File: config.mk
export PLATFORM = sky130hd
export DESIGN_NAME = fsps_top
export DESIGN_NICKNAME = d
export VERILOG_FILES = /design/src/hw/fsps_top.v /design/src/hw/fsps_mem.v
export VERILOG_INCLUDE_DIRS = /design/src /design/src/hw
export SDC_FILE = /design/constraint.sdc
export NUM_CORES = 2
export LEC_CHECK = 0
export ABC_AREA = 0
export BUFFER_PORTS_ARGS = -buffer_cell sky130_fd_sc_hd__buf_2
export CORE_MARGIN = 4
export CORE_UTILIZATION = 50
export CTS_CLUSTER_DIAMETER = 60
export DETAILED_ROUTE_END_ITERATION = 6
export PLACE_DENSITY_LB_ADDON = 0.05
export SLEW_MARGIN = 5
export SYNTH_ARGS = -nofsm -noshare
export SYNTH_HDL_FRONTEND = slang
export SYNTH_SLANG_ARGS = --single-unit
File: constraint.sdc
create_clock -name mclk -period 11.6 [get_ports mclk]
set_input_delay 2.32 -clock mclk [delete_from_list [all_inputs] [get_ports mclk]]
set_output_delay 2.32 -clock mclk [all_outputs]
set_load 0.005 [all_outputs]
File: src/hw/fsps_map.vh
`ifndef FSPS_MAP_VH
`define FSPS_MAP_VH
// apb register byte offsets
`define FSPS_CTRL_OFF    12'h000
`define FSPS_KEY_OFF     12'h004
`define FSPS_PAGE_OFF    12'h008
`define FSPS_STAT_OFF    12'h00c
// control register fields
`define FSPS_WR_BIT      15
`define FSPS_WRITE_ALLOW_BIT_BIT    14
`define FSPS_ERASE_BIT   6
`define FSPS_OP_HI       3
`define FSPS_OP_LO       0
`define FSPS_CTRL_RST    16'h0000
`define FSPS_PAGE_RST    8'h00
// operation codes and key values
`define FSPS_OP_ERASE    4'h2
`define FSPS_OP_ROW      4'h1
`define FSPS_OP_WORD     4'h3
`define FSPS_KEY1        8'h55
`define FSPS_KEY2        8'haa
// geometry: instructions per row and rows per page
`define FSPS_ROW_WORDS   64
`define FSPS_PAGE_ROWS   8
// operation times in cycles of mclk
`define FSPS_ROW_CYC     16'd15000
`define FSPS_ERASE_CYC   16'd20000
`define FSPS_WORD_CYC    16'd500
`define FSPS_TBLWR_CYC   2
`endif

File: src/hw/fsps_top.v
/*
 flash self-program sequencer: table read/write port for the core,
 64-word holding buffer, unlock key, row/word program and page erase.
 assumes a synchronous core port on mclk, apb master on mclk, and a
 flash array that accepts one word per cycle while busy is high.
*/
// Decided for this implementation: the address map and the APB register port.
`timescale 1ns/1ns
`include "fsps_map.vh"
module fsps_top #(
  parameter AW = 16
) (
  input  wire          mclk,
  input  wire          sys_rst,
  input  wire          clk_en,
  // apb slave
  input  wire          psel,
  input  wire          penable,
  input  wire          pwrite,
  input  wire [11:0]   paddr,
  input  wire [31:0]   pwdata,
  output reg  [31:0]   prdata,
  output wire          pready,
  output wire          pslverr,
  // core table port
  input  wire          tbl_req,
  input  wire          tbl_write,
  input  wire          tbl_high,
  input  wire          tbl_byte,
  input  wire          tbl_bsel,
  input  wire [15:0]   effective_address,
  input  wire [15:0]   tbl_wdata,
  output reg  [15:0]   tbl_rdata,
  output wire          tbl_done,
  output wire          core_stall,
  // flash array port
  output reg  [23:0]   fl_addr,
  output reg  [23:0]   fl_wdata,
  output reg           fl_we,
  output reg           fl_erase,
  output reg           fl_rd,
  input  wire [23:0]   fl_rdata,
  // serial programming pins
  input  wire          prog_clock_pin,
  input  wire          prog_data_pin_in,
  output wire          prog_data_pin_out,
  output wire          prog_data_pin_oe_n,
  output reg           serial_prog_active
);
  localparam S_IDLE = 3'd0, S_TWR = 3'd1, S_TRD = 3'd2, S_TRD2 = 3'd3;
  localparam S_ROW = 3'd4, S_ERASE = 3'd5, S_WORD = 3'd6, S_WAIT = 3'd7;

  reg  [15:0] flash_control_reg;
  reg  [7:0]  table_page_reg;
  reg  [1:0]  key_state;
  reg  [2:0]  state;
  reg  [15:0] timer;
  reg  [23:0] base_addr;
  reg  [5:0]  buf_ptr;
  reg  [9:0]  op_cnt;
  reg  [23:0] hold_word;
  reg  [1:0]  pgc_sync;
  reg  [1:0]  pgd_sync;
  wire        buf_we;
  wire [5:0]  buf_addr;
  wire [23:0] buf_rdata;
  wire [23:0] buf_wdata;
  wire [23:0] tbl_addr;
  wire        apb_wr;
  wire        apb_rd;
  wire        busy;
  wire [3:0]  op_sel;

  assign apb_wr  = psel & penable & pwrite;
  assign apb_rd  = psel & ~penable & ~pwrite;
  assign pready  = 1'b1;
  assign pslverr = 1'b0;
  assign op_sel  = flash_control_reg[`FSPS_OP_HI:`FSPS_OP_LO];
  assign busy    = (state == S_ROW) | (state == S_ERASE) | (state == S_WORD);
  // program word address from page byte and effective address
  assign tbl_addr = {table_page_reg, effective_address};
  assign core_stall = busy | flash_control_reg[`FSPS_WR_BIT];
  assign tbl_done   = (state == S_TWR) | (state == S_TRD2);

  // table write merges into the staged word: low/high and byte lanes
  assign buf_wdata = tbl_high ?
    {(tbl_byte ? tbl_wdata[7:0] : tbl_wdata[7:0]), hold_word[15:0]} :
    (tbl_byte ? (tbl_bsel ? {hold_word[23:16], tbl_wdata[7:0], hold_word[7:0]}
                          : {hold_word[23:8], tbl_wdata[7:0]})
              : {hold_word[23:16], tbl_wdata});
  assign buf_we   = (state == S_IDLE) & clk_en & tbl_req & tbl_write & ~core_stall;
  // buffer slot from low address bits, grouping words per row
  assign buf_addr = busy ? buf_ptr : tbl_addr[6:1];

  // the array programs from the staged buffer only
  fsps_mem #(
    .AW (6),
    .DW (24)
  ) u_buf (
    .mclk  (mclk),
    .ce    (clk_en),
    .we    (buf_we),
    .addr  (buf_addr),
    .wdata (buf_wdata),
    .rdata (buf_rdata)
  );

  // serial programming pins: synchronised, device only listens
  // limitation: pins are only watched, the serial protocol is not decoded
  assign prog_data_pin_out  = 1'b0;
  assign prog_data_pin_oe_n = 1'b1;
  always @(posedge mclk) begin
    if (sys_rst) begin
      pgc_sync <= 2'b00;
      pgd_sync <= 2'b00;
      serial_prog_active <= 1'b0;
    end else if (clk_en) begin
      pgc_sync <= {pgc_sync[0], prog_clock_pin};
      pgd_sync <= {pgd_sync[0], prog_data_pin_in};
      serial_prog_active <= pgc_sync[1] | pgd_sync[1];
    end
  end

  // apb read mux
  always @(posedge mclk) begin
    if (sys_rst) begin
      prdata <= 32'h0000_0000;
    end else if (clk_en && apb_rd) begin
      case (paddr)
        `FSPS_CTRL_OFF: prdata <= {16'h0000, flash_control_reg};
        `FSPS_PAGE_OFF: prdata <= {24'h000000, table_page_reg};
        `FSPS_STAT_OFF: prdata <= {28'h0000000, serial_prog_active, busy, key_state};
        default:        prdata <= 32'h0000_0000;
      endcase
    end
  end

  // key unlock, control register and start handling
  always @(posedge mclk) begin
    if (sys_rst) begin
      flash_control_reg <= `FSPS_CTRL_RST;
      table_page_reg    <= `FSPS_PAGE_RST;
      key_state         <= 2'd0;
    end else if (clk_en) begin
      if (apb_wr && paddr == `FSPS_KEY_OFF) begin
        // two consecutive key writes arm the start
        if (pwdata[7:0] == `FSPS_KEY1) begin
          key_state <= 2'd1;
        end else if (pwdata[7:0] == `FSPS_KEY2 && key_state == 2'd1) begin
          key_state <= 2'd2;
        end else begin
          key_state <= 2'd0;
        end
      end else if (apb_wr) begin
        key_state <= 2'd0; // any other write disarms
      end
      if (apb_wr && paddr == `FSPS_PAGE_OFF) begin
        table_page_reg <= pwdata[7:0];
      end
      // ctrl writes while busy are dropped so the running op keeps its mode
      if (apb_wr && paddr == `FSPS_CTRL_OFF && !busy) begin
        flash_control_reg[`FSPS_WRITE_ALLOW_BIT_BIT:0] <= pwdata[`FSPS_WRITE_ALLOW_BIT_BIT:0];
        // start only after unlock with write enable set
        if (pwdata[`FSPS_WR_BIT] && key_state == 2'd2 && pwdata[`FSPS_WRITE_ALLOW_BIT_BIT]) begin
          flash_control_reg[`FSPS_WR_BIT] <= 1'b1;
        end
      end
      // self-clear on completion
      if (state == S_WAIT) begin
        flash_control_reg[`FSPS_WR_BIT] <= 1'b0;
      end
    end
  end

  // sequencer
  always @(posedge mclk) begin
    if (sys_rst) begin
      state     <= S_IDLE;
      timer     <= 16'h0000;
      base_addr <= 24'h000000;
      buf_ptr   <= 6'h00;
      op_cnt    <= 10'h000;
      hold_word <= 24'hffffff;
      tbl_rdata <= 16'h0000;
      fl_addr   <= 24'h000000;
      fl_wdata  <= 24'h000000;
      fl_we     <= 1'b0;
      fl_erase  <= 1'b0;
      fl_rd     <= 1'b0;
    end else if (clk_en) begin
      fl_we    <= 1'b0;
      fl_erase <= 1'b0;
      fl_rd    <= 1'b0;
      case (state)
        S_IDLE: begin
          if (flash_control_reg[`FSPS_WR_BIT] && flash_control_reg[`FSPS_WRITE_ALLOW_BIT_BIT]) begin
            buf_ptr <= 6'h00;
            op_cnt  <= 10'h000;
            timer   <= 16'h0000;
            // operation select, qualified by erase flag
            if (op_sel == `FSPS_OP_ERASE && flash_control_reg[`FSPS_ERASE_BIT]) begin
              state <= S_ERASE;
            end else if (op_sel == `FSPS_OP_ROW && !flash_control_reg[`FSPS_ERASE_BIT]) begin
              state <= S_ROW;
            end else if (op_sel == `FSPS_OP_WORD && !flash_control_reg[`FSPS_ERASE_BIT]) begin
              state <= S_WORD;
            end else begin
              state <= S_WAIT;
            end
          end else if (tbl_req && tbl_write) begin
            // holding buffer only, finished in two cycles
            hold_word <= buf_wdata;
            base_addr <= tbl_addr;
            state     <= S_TWR;
          end else if (tbl_req) begin
            // reads run beside the application, no special mode
            fl_addr <= tbl_addr;
            fl_rd   <= 1'b1;
            state   <= S_TRD;
          end
        end
        S_TWR: state <= S_IDLE;
        S_TRD: state <= S_TRD2;
        S_TRD2: begin
          tbl_rdata <= tbl_high ? {8'h00, fl_rdata[23:16]} : fl_rdata[15:0];
          state     <= S_IDLE;
        end
        S_ROW: begin
          // one row only, 64 words from the row-aligned base
          // buffer read is registered, so array writes trail buf_ptr by one
          timer    <= timer + 16'd1;
          fl_we    <= (timer >= 16'd1) && (timer <= 16'd64);
          fl_addr  <= {base_addr[23:7], (buf_ptr - 6'd1), 1'b0};
          fl_wdata <= buf_rdata;
          if (timer <= 16'd63) begin
            buf_ptr <= buf_ptr + 6'd1;
          end
          if (timer == `FSPS_ROW_CYC) begin
            state <= S_WAIT;
          end
        end
        S_WORD: begin
          // single word from its buffer slot
          timer <= timer + 16'd1;
          if (timer == 16'd0) begin
            buf_ptr <= base_addr[6:1];
          end
          if (timer == 16'd2) begin
            fl_we    <= 1'b1;
            fl_addr  <= base_addr;
            fl_wdata <= buf_rdata;
          end
          if (timer == `FSPS_WORD_CYC) begin
            state <= S_WAIT;
          end
        end
        S_ERASE: begin
          // whole page of 8 rows set to ones
          // page base comes from the dummy table write that set base_addr
          timer <= timer + 16'd1;
          if (op_cnt < `FSPS_ROW_WORDS * `FSPS_PAGE_ROWS) begin
            fl_erase <= 1'b1;
            fl_we    <= 1'b1;
            fl_wdata <= 24'hffffff;
            fl_addr  <= {base_addr[23:10], op_cnt[8:0], 1'b0};
            op_cnt   <= op_cnt + 10'd1;
          end
          if (timer == `FSPS_ERASE_CYC) begin
            state <= S_WAIT;
          end
        end
        S_WAIT: begin
          // spare cycle so the start bit clears before the core resumes
          state   <= S_IDLE;
        end
        default: state <= S_IDLE;
      endcase
    end
  end
endmodule

File: src/hw/fsps_mem.v
/*
 single-port word memory with registered read data.
 assumes one access per cycle; a read during a write returns the old word.
*/
`timescale 1ns/1ns
module fsps_mem #(
  parameter AW = 6,
  parameter DW = 24
) (
  input  wire          mclk,
  input  wire          ce,
  input  wire          we,
  input  wire [AW-1:0] addr,
  input  wire [DW-1:0] wdata,
  output reg  [DW-1:0] rdata
);
  reg [DW-1:0] mem [0:(1<<AW)-1];

  always @(posedge mclk) begin
    if (ce) begin
      if (we) begin
        mem[addr] <= wdata;
      end
      rdata <= mem[addr];
    end
  end
endmodule

==> flow_summary.ini <==
[sta]
tightest_slew_ns = 1.20
finalHoldViolCount = 0
fin_setup_tns_ns = 0
rsz0062_at_grt = no
max-slew-margin-rel_pct = 19.4
fin_crit_ns = 5.78
max_clock_freq_mhz = 173
drv_slew = 0
min_period_over_period_pct = 49.9
fin_skew_ns = 0.0328
holdWs_ns = 0.446
finalSetupViolations = 0

[power]
ir_drop_uv = 160
p_leak_nw = 23.3
p_per_area_nw_per_um2 = 176
swShare_pct = 21.7
total_power_mw = 13.1
pwr-share-clk_pct = 42.0
pwr-share-comb_pct = 4.7
intPower_mw = 10.2
p_sw_mw = 2.84
power_frac_seq_pct = 53.3

[synth]
synth_top_family_by_area = compound AO/OA/AOI/OAI gates
yosys-top-cells-area = edfxtp_1 (72%), dfxtp_1 (6.0%), a22oi_1 (4.7%)
async_flop_share_pct = 0
synth_edf_count = 1560
syn_inst = 4039
synthXorXnorAreaFrac_pct = 0.255
ys_seq_area_share_pct = 77.9
yosysMostFrequentCell = edfxtp_1
ys_types = 61
yosysTopAreaCell = edfxtp_1
syn_area_per_cell_um2 = 16.1
muxShareOfSynthArea_pct = 1.26
synth_compound_area_share_pct = 13.4
ys_ff_latch = 1757
synth_area_um2 = 65200
ys_top_cells_by_count = edfxtp_1 (1560), a22oi_1 (408), nor2_1 (231), nand2_1 (215), dfxtp_1 (197)
ys.flop_type = edfxtp_1
netlist.area_leader.share_pct = 71.8
ys_warn_count = 0
synth_simple_gate_area_share_pct = 5.01
synth-adder-area-share_pct = 0.154

[routing]
vias_per_cell = 6.32
wirelength_um = 193000
avgRoutedWirePerCell_um = 31.3
drcViolationCount = 0
via_count = 39000
ant_nets = 0
first_iter_violations = 4556
drt_pass1_iterations = 6

[cts]
clk_latency_ns = 0.81
cts_tree = done
cts_sinks = 1757
cts_root_buffer = clkbuf_16
h-tree-depth = 4
cts_buffer_depth = 3
clk_pin_slew_worst_paths_ns = 0.05
post_cts_resized = 0
numCtsBuffers = 182
cts_hold_buffers = 0
post_cts_buffers = 0

[global_route]
grt_usage_pct = 27.9
antenna_found_initial = 19
grt_pass1_wl_um = 273000
grt_max_degree = 115
grt_remaining_overflow = 0
grt_pass1_vias = 36800

[finish]
largest_reg_flops = 1536
drive_gt1_share_pct = 15.9
final_nets = 4399
regMostFlops = u_buf.mem
fin_cells = 6163
final_cell_area_um2 = 74300
syn2layout_area_growth_pct = 14.0

[floorplanning]
start_util_pct = 50.4
fp.dieW_um = 369
design.core.area_um2 = 129000
io_pins = 219
die_area_um2 = 136000
die_h_um = 369
num_rows = 132

[setup_path]
path_class = reg2reg
rr_endpoint = u_buf.rdata[2]
worstSetupEndpointType = flop
reg2reg_slack_ns = 5.82
regToRegStartpoint = state[2]
arrival_ns = 6.25
path_max_fanout = 114
rr_worst_depth = 9
start_kind = flop
worstPathRequired_ns = 12.06

[placement]
place_inst = 5836
dpl.hpwl_um = 104000
portBuffers = 182
gpl.final_weighted_congestion = 0.805
placed_cell_area_um2 = 68700

[hold_path]
worstHoldPathCells = 2
worstHoldEndpoint = base_addr[7]
hp-start = base_addr[7]
hold_path.class = reg2reg

[job]
cap_violations = 0

[run_status]
outcome = finished clean
==> through the flow <==
step                      utilization, %  worst slack, ns
after floorplan                        -             6.10
after global placement              53.1             5.06
after detailed placement            53.1             5.26
after CTS                           57.4             5.79
after global routing                57.4             5.76
final                               57.4             5.82
==> kinds of logic after synthesis <==
kind of cell	count (synthesis)
buffers and inverters	312
xor gates and xnor gates	19
and+or+nand+nor	706
muxes	78
adders and majority gates	8
other	2
AOI/OAI and AO/OA	1157
DFF	1757
==> final cells by class <==
cell class	instances	area (um2)
well taps	1742	2180
fillers	10100	55200
inverters	13	48.8
flip-flops and latches	1757	50800
repair buffers	336	2190
clock buffers	236	4930
clock inverters	86	636
diodes	5	12.5
multi-input cells	1988	13600
==> layer usage <==
layer	track usage [%]	wire length, um	vias to the layer above
met1	40.7	82000	20100
met2	42.9	88300	1703
li1	-	-	16900
met3	5.62	16800	239
met5	0	27	-
met4	8.46	5580	4
==> power by group through the flow <==
stage / sequential (mW) / combinational, mW / clock [mW]
global placement: 7.10 / 0.609 / 0
detailed placement: 7.10 / 0.616 / 0
global route: 6.97 / 0.656 / 5.85
floorplan: 7.10 / 0.309 / 0
CTS: 6.97 / 0.616 / 5.57
finish: 6.97 / 0.620 / 5.49
==> placed cells by master, fill, tap and decap left out, types with 44 or more instances in the layout <==
| master | instances |
|---|---|
| a21oi_1 | 71 |
| a221oi_1 | 193 |
| a22o_1 | 183 |
| a22oi_1 | 408 |
| a31oi_1 | 180 |
| buf_2 | 181 |
| buf_4 | 145 |
| clkbuf_1 | 45 |
| clkbuf_16 | 189 |
| clkinv_1 | 44 |
| dfxtp_1 | 197 |
| edfxtp_1 | 1560 |
| mux2i_1 | 48 |
| nand2_1 | 214 |
| nor2_1 | 166 |
| nor2_2 | 64 |
| nor3_1 | 70 |
==> worst max-delay path by stage <==
stage | start | to | slack, ns | cells after the start
global placement | effective_address[2] | u_buf.rdata[11] | 5.06 | 10
detailed placement | effective_address[1] | u_buf.rdata[5] | 5.26 | 9
global route | state[2] | u_buf.rdata[13] | 5.76 | 9
finish | state[2] | u_buf.rdata[2] | 5.82 | 9
floorplan | effective_address[3] | u_buf.mem[13][0] | 6.10 | 8
CTS | state[2] | u_buf.rdata[5] | 5.79 | 9
==> worst max-delay path, cell delays in order (launching register included) <==
cell and delay (ns):
dfxtp_1 0.80, a21boi_4 0.72, buf_4 0.50, mux2_8 0.63
buf_12 0.40, a22o_1 0.28, a221oi_1 0.21, a31oi_1 0.43
nor4_1 1.09, nand2_1 0.30
No activity file was read; power rests on OpenSTA's default activity.
